$ cat src/pkg/apc_regs.svh
// Offsets, field positions, reset values and rate figures of the block.
// Notes on behaviour
// Secondary D10:D9 pick first summer input; 00 analog-in.
// Secondary D8:D7 set first summer mode.
// Secondary D4 picks filter input: summer or store.
// Secondary D1 powers low-pass filter off; zero on.
// Secondary D3:D2 pick filter and sample rate.
// Secondary D6:D5 set second summer mode.
// Store record input fed only by second summer.
// Secondary D0 powers gain amplifier off; zero on.
// Primary D9 picks input source; zero microphone amplifier.
// Secondary D15:D14 pick attenuator source.
// Primary D0 powers attenuator off; zero on.
// Secondary D13:D11 binary attenuation level, 000 to 111.
// Primary D4:D3 pick output; 00 attenuator to speaker.
// Primary D2:D1 set output drivers.
// Host loads both registers when primary changes; the bench also sends one primary-only frame (go with mask 2'h1).
// Primary write held; applied with next secondary load.
// Host writes primary before secondary.
// Loads accepted powered down; visible after power-on.
// Decoded controls held static between updates.
`ifndef APC_REGS_SVH
`define APC_REGS_SVH

`define APC_CFG_W 16
`define APC_PRIMARY_RST 16'h0001
`define APC_SECONDARY_RST 16'h01E3

`define APC_P_ATTN_OFF 0
`define APC_P_DRV_LSB 1
`define APC_P_OUT_LSB 3
`define APC_P_INSRC 9

`define APC_S_GAIN_OFF 0
`define APC_S_LP_OFF 1
`define APC_S_RATE_LSB 2
`define APC_S_FILT_SEL 4
`define APC_S_SUM2_LSB 5
`define APC_S_SUM1_LSB 7
`define APC_S_S1SRC_LSB 9
`define APC_S_ATTN_LSB 11
`define APC_S_ASRC_LSB 14

`define APC_RATE_8K0_HZ 8000
`define APC_RATE_6K4_HZ 6400
`define APC_RATE_5K3_HZ 5300

`endif
$ cat src/pkg/apc_pkg.sv
// Types shared by the audio path configuration decoder.
`default_nettype none
package apc_pkg;

   typedef enum logic [1:0] {
      APC_RATE_8K0 = 2'h0,
      APC_RATE_6K4 = 2'h1,
      APC_RATE_5K3 = 2'h2,
      APC_RATE_RSVD = 2'h3
   } apc_rate_t;

   typedef enum logic [1:0] {
      APC_SUM_BOTH = 2'h0,
      APC_SUM_FIRST_ONLY = 2'h1,
      APC_SUM_SECOND_ONLY = 2'h2,
      APC_SUM_OFF = 2'h3
   } apc_sum_mode_t;

   typedef enum logic [1:0] {
      APC_ASRC_ANA_IN = 2'h0,
      APC_ASRC_SUM2 = 2'h1,
      APC_ASRC_SUM1 = 2'h2,
      APC_ASRC_INPUT = 2'h3
   } apc_attn_src_t;

   typedef enum logic [1:0] {
      APC_OUT_ATTN = 2'h0,
      APC_OUT_ANA_IN = 2'h1,
      APC_OUT_SEL2 = 2'h2,
      APC_OUT_SEL3 = 2'h3
   } apc_out_sel_t;

   typedef enum logic [1:0] {
      APC_DRV_MODE0 = 2'h0,
      APC_DRV_SPK_HIGH = 2'h1,
      APC_DRV_MODE2 = 2'h2,
      APC_DRV_MODE3 = 2'h3
   } apc_drv_mode_t;

   typedef struct packed {
      logic [1:0] first_summer_src;
      apc_sum_mode_t first_summer_mode;
      logic filter_input_sel;
      logic lowpass_power_off;
      apc_rate_t rate_sel;
      apc_sum_mode_t second_summer_mode;
      logic store_feed_en;
      logic gain_ctrl_amp_off;
      logic input_source_sel;
      apc_attn_src_t attenuator_src_sel;
      logic attenuator_power_off;
      logic [2:0] loudness_attn;
      apc_out_sel_t output_sel;
      apc_drv_mode_t driver_mode;
   } apc_ctrl_t;

endpackage
`default_nettype wire

$ cat src/logic/apc_hold_reg.sv
// Loadable register with a constant reset value.
`timescale 1ns/1ps
`default_nettype none
module apc_hold_reg #(
   parameter int W = 16,
   parameter logic [W-1:0] RST = '0
) (
   input wire logic clk_i,
   input wire logic rst_n_i,
   input wire logic load_i,
   input wire logic [W-1:0] d_i,
   output logic [W-1:0] q_o
);

   logic [W-1:0] val_q;

   always_ff @(posedge clk_i or negedge rst_n_i)
   begin
      if (!rst_n_i)
      begin
         val_q <= RST;
      end
      else if (load_i)
      begin
         val_q <= d_i;
      end
   end

   assign q_o = val_q;

endmodule
`default_nettype wire

$ cat src/logic/apc_top.sv
// Configuration register pair and decoder for the audio routing controls.
`timescale 1ns/1ps
`default_nettype none
`include "apc_regs.svh"
module apc_top #(
   parameter int CFG_W = `APC_CFG_W
) (
   input wire logic MCLK_I,
   input wire logic RESETN_I,
   input wire logic [CFG_W-1:0] WR_DATA_I,
   input wire logic LOAD_PRIMARY_I,
   input wire logic LOAD_SECONDARY_I,
   input wire logic SS_N_I,
   input wire logic CHIP_POWER_ON_I,
   output logic [CFG_W-1:0] PRIMARY_RD_O,
   output logic [CFG_W-1:0] SECONDARY_RD_O,
   output logic UPDATE_PENDING_O,
   output var apc_pkg::apc_ctrl_t CTRL_O
);

   // Slave select arrives from a pin, so it is synchronised first.
   logic ss_meta_q;
   logic ss_sync_q;
   logic ss_prev_q;
   logic ss_rise;

   logic [CFG_W-1:0] hold_primary;
   logic [CFG_W-1:0] staged_secondary;
   logic [CFG_W-1:0] act_primary;
   logic [CFG_W-1:0] act_secondary;
   logic pend_q;
   logic commit;

   apc_pkg::apc_ctrl_t decoded;
   apc_pkg::apc_ctrl_t ctrl_q;

   always_ff @(posedge MCLK_I or negedge RESETN_I)
   begin
      if (!RESETN_I)
      begin
         ss_meta_q <= 1'h1;
         ss_sync_q <= 1'h1;
      end
      else
      begin
         ss_meta_q <= SS_N_I;
         ss_sync_q <= ss_meta_q;
      end
   end

   always_ff @(posedge MCLK_I or negedge RESETN_I)
   begin
      if (!RESETN_I)
      begin
         ss_prev_q <= 1'h1;
      end
      else
      begin
         ss_prev_q <= ss_sync_q;
      end
   end

   assign ss_rise = ss_sync_q & ~ss_prev_q;

   // A primary write only fills the holding register; apart from the PRIMARY_RD_O
   // readback, nothing downstream sees it until the next secondary load is committed.
   apc_hold_reg #(
      .W(CFG_W),
      .RST(CFG_W'(`APC_PRIMARY_RST))
   ) u_hold_primary (
      .clk_i(MCLK_I),
      .rst_n_i(RESETN_I),
      .load_i(LOAD_PRIMARY_I),
      .d_i(WR_DATA_I),
      .q_o(hold_primary)
   );

   apc_hold_reg #(
      .W(CFG_W),
      .RST(CFG_W'(`APC_SECONDARY_RST))
   ) u_stage_secondary (
      .clk_i(MCLK_I),
      .rst_n_i(RESETN_I),
      .load_i(LOAD_SECONDARY_I),
      .d_i(WR_DATA_I),
      .q_o(staged_secondary)
   );

   // The commit happens when the command frame ends, that is on the
   // synchronised rising edge of slave select after a secondary load.
   assign commit = pend_q & ss_rise;

   always_ff @(posedge MCLK_I or negedge RESETN_I)
   begin
      if (!RESETN_I)
      begin
         pend_q <= 1'h0;
      end
      else if (LOAD_SECONDARY_I)
      begin
         // A load in the commit cycle keeps the flag set, so it is not lost.
         pend_q <= 1'h1;
      end
      else if (commit)
      begin
         pend_q <= 1'h0;
      end
   end

   // Both active registers move in the same cycle, so the primary field
   // never lands on its own.
   apc_hold_reg #(
      .W(CFG_W),
      .RST(CFG_W'(`APC_PRIMARY_RST))
   ) u_act_primary (
      .clk_i(MCLK_I),
      .rst_n_i(RESETN_I),
      .load_i(commit),
      .d_i(hold_primary),
      .q_o(act_primary)
   );

   apc_hold_reg #(
      .W(CFG_W),
      .RST(CFG_W'(`APC_SECONDARY_RST))
   ) u_act_secondary (
      .clk_i(MCLK_I),
      .rst_n_i(RESETN_I),
      .load_i(commit),
      .d_i(staged_secondary),
      .q_o(act_secondary)
   );

   // Field decode of the committed pair.
   always_comb
   begin
      decoded = '0;
      decoded.first_summer_src =
         act_secondary[`APC_S_S1SRC_LSB +: 2];
      decoded.first_summer_mode = apc_pkg::apc_sum_mode_t'(
         act_secondary[`APC_S_SUM1_LSB +: 2]);
      decoded.filter_input_sel =
         act_secondary[`APC_S_FILT_SEL];
      decoded.lowpass_power_off =
         act_secondary[`APC_S_LP_OFF];
      decoded.rate_sel = apc_pkg::apc_rate_t'(
         act_secondary[`APC_S_RATE_LSB +: 2]);
      decoded.second_summer_mode = apc_pkg::apc_sum_mode_t'(
         act_secondary[`APC_S_SUM2_LSB +: 2]);
      // The store can only be fed from the second summer, so the feed is
      // live exactly when that summer is not powered down.
      decoded.store_feed_en = (decoded.second_summer_mode !=
         apc_pkg::APC_SUM_OFF);
      decoded.gain_ctrl_amp_off =
         act_secondary[`APC_S_GAIN_OFF];
      decoded.input_source_sel =
         act_primary[`APC_P_INSRC];
      decoded.attenuator_src_sel = apc_pkg::apc_attn_src_t'(
         act_secondary[`APC_S_ASRC_LSB +: 2]);
      decoded.attenuator_power_off =
         act_primary[`APC_P_ATTN_OFF];
      decoded.loudness_attn =
         act_secondary[`APC_S_ATTN_LSB +: 3];
      decoded.output_sel = apc_pkg::apc_out_sel_t'(
         act_primary[`APC_P_OUT_LSB +: 2]);
      decoded.driver_mode = apc_pkg::apc_drv_mode_t'(
         act_primary[`APC_P_DRV_LSB +: 2]);
   end

   // While the chip is powered off the controls keep their last values;
   // the committed settings appear only once power-on is set. Holding
   // rather than forcing a power-down pattern avoids a burst of mux
   // changes in the analog stages when power returns.
   always_ff @(posedge MCLK_I or negedge RESETN_I)
   begin
      if (!RESETN_I)
      begin
         ctrl_q <= '0;
      end
      else if (CHIP_POWER_ON_I)
      begin
         ctrl_q <= decoded;
      end
   end

   always_ff @(posedge MCLK_I or negedge RESETN_I)
   begin
      if (!RESETN_I)
      begin
         PRIMARY_RD_O <= CFG_W'(`APC_PRIMARY_RST);
         SECONDARY_RD_O <= CFG_W'(`APC_SECONDARY_RST);
      end
      else
      begin
         PRIMARY_RD_O <= hold_primary;
         SECONDARY_RD_O <= staged_secondary;
      end
   end

   assign UPDATE_PENDING_O = pend_q;
   assign CTRL_O = ctrl_q;

endmodule
`default_nettype wire

$ cat config.mk
export PLATFORM = sky130hd
export DESIGN_NAME = apc_top
export DESIGN_NICKNAME = d
export VERILOG_FILES = /design/src/pkg/apc_pkg.sv /design/src/logic/apc_hold_reg.sv /design/src/logic/apc_top.sv
export VERILOG_INCLUDE_DIRS = /design/src /design/src/pkg
export SDC_FILE = /design/constraint.sdc
export NUM_CORES = 1
export LEC_CHECK = 0
export BUFFER_PORTS_ARGS = -buffer_cell sky130_fd_sc_hd__buf_2
export CORE_MARGIN = 2
export CORE_UTILIZATION = 48
export CTS_BUF_LIST = sky130_fd_sc_hd__clkbuf_8 sky130_fd_sc_hd__clkbuf_16
export CTS_CLUSTER_DIAMETER = 150
export DETAILED_ROUTE_END_ITERATION = 10
export PLACE_DENSITY = 0.74
export SLEW_MARGIN = 25
export SYNTH_ARGS = -nofsm -noshare
export SYNTH_HDL_FRONTEND = slang
export SYNTH_SLANG_ARGS = --single-unit
$ cat constraint.sdc
create_clock -name MCLK_I -period 1.5 [get_ports MCLK_I]
set_clock_uncertainty 0.2 [all_clocks]
set_input_delay 0.375 -clock MCLK_I [delete_from_list [all_inputs] [get_ports MCLK_I]]
set_output_delay 0.375 -clock MCLK_I [all_outputs]
set_load 0.005 [all_outputs]
==> impl_results.md, run 1 <==
* Die Span Y at 94.1 um
* Post-Route WL at 6870 um
* Synthesized instance count at 203
* Yosys cell types at 12
* P&R area growth vs syn at 39.8%
* Worst vdd ir at 1.12 mV
* Critical Path RT at 0.92 ns
* Via count at 2121
* Layout cells sized above 1 at 0.675
* Crit-path slowest cell: dfstp_2
* Leading area contributor after synthesis: dfrtp_1
* Setup TNS at -4.79 ns
* Sequential share of the synthesized area at 0.733
* Worst r2r dst: u_act_secondary.q_o[14]$_DFFE_PN0P_
* First-pass GRT wire length at 11300 um
* Leak pwr at 2.56 nW
* Area of the core at 7810 um^2
* Vias per cell at 4.78
* CTS Buffer Depth at 2
* Total gr overflow at 0
* Worst Path Max Fanout at 1
* PortBufs at 77
* Min-delay src: LOAD_SECONDARY_I
* Top cell type's share of synthesized area at 0.571
* DIE AREA at 8860 um^2
* Hold Vio Cnt, Final at 0
* Max-cap violations at 0
* Nets at 351
* CP endpoint kind: primary output
* Setup slack after layout at -0.200 ns
* Sequential cell area at 2860 um^2
* Flops & latches, synth at 113
* Synthesized Nets at 225
* Area occupied by multi-input gates at 982 um^2
* Final slew viol count at 0
* Critical path's largest stage delay at 0.52 ns
* Final Cycle Share at 1.13
* Pwr dens at 1670 nW/um^2
* Initial antenna violation count at 0
* Non-Filler Instances at 444
* Rel. slew slack at 0.812
* Failing checks: negative setup slack
* Syn Std Cell Area at 3900 um^2
* Routed Antenna Nets at 0
* Final Setup Violations at 69
* CP cell instances: buf_2
* Period minus WS final at 1.70 ns
* Pin count of the biggest net entering global routing at 38
* Clock Latency Late Sink at 0.50 ns
* CP delay by family, top: flip-flops
* Post-DP HPWL at 4260 um
* Routability cong. at 0.713
* CP bufs+invs at 1
* Hold-critical path depth at 3
* Cell count after placement at 383
* R2R Setup Slk at -0.04 ns
* Top-Level Pins at 78
* Syn_area_per_cell at 19.2 um^2
* All-Layer GR Usage at 0.176
* FF-to-FF path depth at 4
* Type of origin of the critical path: flip-flop
* # rows at 32
* First-pass iteration count of the detailed router at 4
* Worst min path class: primary input to flip-flop
* CTS root buffer: clkbuf_8
* CTS Buf Count at 17
* Fillers at 523
* RSZ-0062 raised after global routing: true
* Slew of the pin with the lowest slew margin at 0.283 ns
* Worst EP arrival at 1.13 ns
* ANT cells at 0
* Vias in the first global route at 2197
* Post-placement cell area at 4510 um^2
* Peak Freq at 588 MHz
* Width of the chip at 94.1 um
* Reg2reg start: ss_prev_q$_DFF_PN1_
* Critical path type: flip-flop to primary output
* Clk pin slew, worst setup/hold paths at 0.06 ns
* Status: finished, violations left
* Area contributors post-synth: dfrtp_1 (57%), dfstp_2 (16%), mux2_2 (16%)
* Synth warn at 0
* Initial DRC Count at 82
* Finished Cell Area at 5450 um^2
* CTS Sinks at 113
* Worst Hold End: UPDATE_PENDING_O$_DFFE_PN0P_
* Setup crit start: SECONDARY_RD_O[0]$_DFF_PN1_
* Initial Utilization at 0.499
* Post-route DRC violation count at 0
* WL/cell at 15.5 um
* CTS tree: yes
* H-tree Lvls at 4
[where the power goes]
part	internal (mW)	switching, mW	total (mW)
registers	3.61	0.258	3.87
clock network	2.78	1.35	4.13
logic	0.739	0.381	1.12
[layout make-up]
type                       count  area share
clock buffer                  19      0.0811
clock inverter                13      0.0338
multi-input combinational     81       0.180
sequential                   113       0.524
tap                          102      0.0234
timing repair buffer         116       0.157
[flip-flops by register name (all words and copies together) (netlist names)]
name	flops
u_hold_primary.q_o	16
ss_prev_q	1
PRIMARY_RD_O	16
CTRL_O	23
ss_meta_q	1
SECONDARY_RD_O	16
UPDATE_PENDING_O	1
u_act_primary.q_o	6
u_stage_secondary.q_o	16
ss_sync_q	1
u_act_secondary.q_o	16
[how the worst max path moves through the flow]
stage / to / slack [ns] / depth (start not counted)
finish: SECONDARY_RD_O[0] / -0.20 / 1
global route: SECONDARY_RD_O[7] / -0.24 / 1
CTS: SECONDARY_RD_O[0] / -0.24 / 1
detailed placement: u_act_secondary.q_o[3]$_DFFE_PN0P_ / 0.004 / 3
global placement: u_act_secondary.q_o[4]$_DFFE_PN0P_ / 0.02 / 3
floorplan: u_act_primary.q_o[1]$_DFFE_PN0P_ / 0.07 / 3
[cells in the final DEF (no fill, tap or decap)]
| master | synthesis | final |
|---|---|---|
| a21o_1 | 1 | 1 |
| a31oi_1 | 1 | 1 |
| buf_12 | 0 | 8 |
| buf_2 | 4 | 73 |
| buf_4 | 3 | 11 |
| buf_6 | 2 | 6 |
| bufinv_16 | 0 | 4 |
| clkbuf_16 | 0 | 16 |
| clkbuf_8 | 0 | 3 |
| clkinv_2 | 0 | 3 |
| clkinv_4 | 0 | 2 |
| clkinvlp_4 | 0 | 3 |
| dfrtp_1 | 89 | 89 |
| dfstp_2 | 24 | 24 |
| dlygate4sd3_1 | 0 | 18 |
| inv_6 | 0 | 1 |
| mux2_2 | 56 | 54 |
| mux2_4 | 20 | 22 |
| nand2b_1 | 1 | 1 |
| nand3b_4 | 1 | 1 |
| nor2_1 | 1 | 1 |
[synth_stat cells, drive strengths merged]
cell type and number:
mux2 76, a31oi 1, nand3b 1, nand2b 1
dfstp 24, nor2 1, a21o 1, dfrtp 89
buf 9
[stage by stage]
stage          setup WS (ns)  total power [mW]   util  hold slack, ns
6_report              -0.200              9.12  0.698          0.0768
5_1_grt               -0.240              9.51  0.698          0.0729
4_1_cts               -0.238              9.22  0.699          0.0495
2_1_floorplan         0.0719              4.39      -          -0.121
3_5_place_dp         0.00393              4.91  0.578          0.0598
3_3_place_gp          0.0206              4.86  0.578          0.0611
[worst register-to-register path: cells and delay by family (launching register included)]
kind	cells	cell delay [ns]
buffers and inverters	2	0.25
DFF	1	0.53
muxes	1	0.30
and+or+nand+nor	1	0.14
[per-layer routing]
layer  vias to the layer above  share of wire  global-route usage
met3                        12          0.051              0.0618
met2                        58           0.49               0.271
met1                      1087           0.44               0.224
met4                         0          0.021              0.0797
li1                        964              -                   -
met5                         -              0                   0
[kinds of logic (layout without fill, tap and decap cells)]
family                 count (synthesis)  in the layout  synth area share
AND/OR/NAND/NOR                        3              3           0.00770
buffers and inverters                  9            148            0.0167
multiplexers                          76             76             0.239
flip-flops                           113            113             0.733
AO/OA/AOI/OAI                          2              2           0.00353
[what timing repair did]
item                       in CTS  in global routing
resized for setup               5                  4
buffers inserted               10                  2
pin swaps                       1                  1
hold buffers                   18                  0
hold endpoints to repair      128                  0
gates cloned                    1                  0
setup endpoints to repair      68                 78
No activity file was read; power rests on OpenSTA's default activity.
==> inputs of run 2 (changes only) <==
--- a/config.mk
+++ b/config.mk
@@ -6,13 +6,14 @@
 export SDC_FILE = /design/constraint.sdc
 export NUM_CORES = 1
 export LEC_CHECK = 0
+export ABC_AREA = 1
 export BUFFER_PORTS_ARGS = -buffer_cell sky130_fd_sc_hd__buf_2
 export CORE_MARGIN = 2
-export CORE_UTILIZATION = 48
+export CORE_UTILIZATION = 49
 export CTS_BUF_LIST = sky130_fd_sc_hd__clkbuf_8 sky130_fd_sc_hd__clkbuf_16
 export CTS_CLUSTER_DIAMETER = 150
 export DETAILED_ROUTE_END_ITERATION = 10
-export PLACE_DENSITY = 0.74
+export PLACE_DENSITY = 0.75
 export SLEW_MARGIN = 25
 export SYNTH_ARGS = -nofsm -noshare
 export SYNTH_HDL_FRONTEND = slang
==> impl_results.md, run 2 <==
* Status: finished, violations left
* Failing checks: negative setup slack
* # rows at 32 (unchanged)
* Critical path type: flip-flop to primary output
* CTS Sinks at 113 (unchanged)
* RSZ-0062 raised after global routing: true
* Pwr dens at 1580 nW/um^2 (-5.8%)
* CTS root buffer: clkbuf_8
* Rel. slew slack at 0.575 (-0.237)
* CTS tree: yes
* Commonest non-fill, non-tap cell in the layout: nand2_1
* CP delay by family, top: flip-flops
* Layout cells sized above 1 at 0.327 (-0.349)
* Crit-path slowest cell: dfstp_2
* Met2 WL at 4420 um (+32%)
* Pin count of the biggest net entering global routing at 71 (+87%)
* WL/cell at 13.7 um (-11%)
* Final Cycle Share at 1.13 (-0.00312)
* Syn_area_per_cell at 10.6 um^2 (-45%)
* Nets at 526 (+50%)
* Post-Route WL at 8490 um (+24%)
* Routability cong. at 0.769 (+7.8%)
* Max reg flops at 23 (unchanged)
* Period minus WS final at 1.70 ns (-0.00469 ns)
* Critical Path RT at 0.92 ns (about the same)
* Hold Vio Cnt, Final at 0 (unchanged)
* Total gr overflow at 0 (unchanged)
* Top cell type's share of synthesized area at 0.568 (-0.00365)
* PortBufs at 77 (unchanged)
* Non-Filler Instances at 619 (+39%)
* CP bufs+invs at 1 (unchanged)
* Synth warn at 0 (unchanged)
* All-Layer GR Usage at 0.213 (+0.0375)
* Area contributors post-synth: dfrtp_1 (57%), nand2_1 (17%), dfstp_2 (16%)
* CTS Buf Count at 17 (unchanged)
* Worst vdd ir at 1.07 mV (-4.7%)
* Syn Std Cell Area at 3920 um^2 (+0.64%)
* P&R area growth vs syn at 40.0%
* Clk pin slew, worst setup/hold paths at 0.05 ns (about the same)
* First-pass iteration count of the detailed router at 5 (+1)
* Width of the chip at 93.5 um (-0.68%)
* Vias in the first global route at 2976 (+35%)
* Post-placement cell area at 4470 um^2 (-0.86%)
* Worst min path class: primary input to flip-flop
* CTS Buffer Depth at 2 (unchanged)
* Leading area contributor after synthesis: dfrtp_1
* Via count at 2932 (+38%)
* Most frequent cells in the layout: nand2_1 (181), dfrtp_1 (89), buf_2 (73), buf_4 (35), dfstp_2 (24)
* Critical path's largest stage delay at 0.52 ns (about the same)
* Peak Freq at 590 MHz (+0.28%)
* Overall Power at 8.65 mW (-5.1%)
* Initial Utilization at 0.508 (+0.00841)
* Main synth FF type: dfrtp_1
* Max-cap violations at 0 (unchanged)
* Type of origin of the critical path: flip-flop
* Final Setup Violations at 56 (-19%)
* Finished Cell Area at 5490 um^2 (+0.78%)
* Yosys cell types at 11 (-1)
* Vias per cell at 4.74 (-0.84%)
* Initial DRC Count at 147 (+79%)
* Commonest cells post-synth: nand2_1 (181), dfrtp_1 (89), dfstp_2 (24), nand4_1 (22), inv_1 (18)
* Dpl ws at 0.0436 ns (+0.0396 ns)
* Synthesized Nets at 392 (+74%)
* Post-route DRC violation count at 0 (unchanged)
* Post-synth ARST share at 1.00 (unchanged)
* ANT cells at 0 (unchanged)
* H-tree Lvls at 4 (unchanged)
* Top-Level Pins at 78 (unchanged)
* Routed Antenna Nets at 0 (unchanged)
* Flops & latches, synth at 113 (unchanged)
* Worst Path Max Fanout at 1 (unchanged)
* Die Span Y at 93.5 um (-0.68%)
* Sequential share of the synthesized area at 0.729 (-0.00468)
* Synthesized instance count at 370 (+82%)
* Slew of the pin with the lowest slew margin at 0.637 ns (+0.355 ns)
* First-pass GRT wire length at 14000 um (+24%)
* DIE AREA at 8740 um^2 (-1.4%)
* Final core utilization at 0.711 (+0.0127)
* Setup slack after layout at -0.195 ns (+0.00469 ns)
* Number of synthesized flops with an enable pin at 0 (unchanged)
* Met3 routed WL at 398 um (+15%)
* Leak pwr at 2.95 nW (+15%)
* CP cell instances: buf_2
* Cell count after placement at 541 (+41%)
* CP endpoint kind: primary output
* Worst EP arrival at 1.12 ns (about the same)
* Post-DP HPWL at 5050 um (+19%)
* Most common cell in the netlist: nand2_1
* Initial antenna violation count at 0 (unchanged)
* Final slew viol count at 0 (unchanged)
* Clock Latency Late Sink at 0.50 ns (about the same)
* Area of the core at 7730 um^2 (-1.0%)
* M1 wire length at 3580 um (+18%)
* Top sig layer: met4
run 2: cell types whose count changed in the layout (fill, tap and decap cells not counted), sizes merged, moves of 2 or more:
cell,previous run,this run
inv,1,22
clkinv,5,3
buf,98,115
mux2,76,0
nand4,0,22
nand2,0,181
o21ai,0,16
run 2: final timing paths:
path                                                  start                                    to  slack (ns)  cells past startpoint
worst max-delay path            SECONDARY_RD_O[0]$_DFF_PN1_                     SECONDARY_RD_O[0]       -0.20                      1
worst min-delay path                       LOAD_SECONDARY_I  u_stage_secondary.q_o[6]$_DFFE_PN1P_        0.04                      3
worst max register to register          ss_sync_q$_DFF_PN1_      u_act_primary.q_o[4]$_DFFE_PN0P_        0.19                      4
worst min register to register          ss_meta_q$_DFF_PN1_                   ss_sync_q$_DFF_PN1_        0.15                      0
max in group asynchronous                          RESETN_I      u_act_primary.q_o[0]$_DFFE_PN1P_        0.51                      3
min in group asynchronous                          RESETN_I    u_hold_primary.q_o[13]$_DFFE_PN0P_        0.20                      3
run 2: per-stage QoR:
stage	setup TNS (ns)	hold slack (ns)
floorplan	0	-0.121
global placement	0	0.149
detailed placement	0	0.147
CTS	-5.46	0.0174
global route	-6.34	0.0341
finish	-4.04	0.0384
run 2: routing by layer:
| layer | vias up | global-route usage |
|---|---|---|
| li1 | 1432 | - |
| met1 | 1419 | 0.272 |
| met2 | 75 | 0.346 |
| met3 | 6 | 0.0612 |
| met4 | 0 | 0.0833 |
| met5 | - | 0 |
run 2: cell families after synthesis:
group                  count (synthesis)  synth area share
buffers and inverters                 37            0.0415
AND/OR/NAND/NOR                      204             0.210
AO/OA/AOI/OAI                         16            0.0204
flip-flops                           113             0.729
run 2: where the power goes:
| part | internal, mW | switching (mW) | leakage, nW |
|---|---|---|---|
| Combinational | 0.479 | 0.446 | 1.29 |
| Sequential | 3.47 | 0.208 | 1.35 |
| Clock | 2.75 | 1.29 | 0.303 |
| Total | 6.70 | 1.95 | 2.95 |
run 2: repair_timing:
| item | CTS | global route |
|---|---|---|
| setup endpoints to repair | 56 | 56 |
| hold buffers | 18 | 0 |
| gates resized for setup | 1 | 2 |
| setup buffers | 18 | 10 |
| endpoints found under the hold margin | 139 | 0 |
run 2: final cells by class:
type                            instances  area [um^2]
Clock buffer                           19          442
Clock inverter                         13          169
Fill cell                             564         2240
Inverter                               19         71.3
Multi-Input combinational cell        220          902
Sequential cell                       113         2860
Tap cell                              102          128
Timing Repair Buffer                  133          922
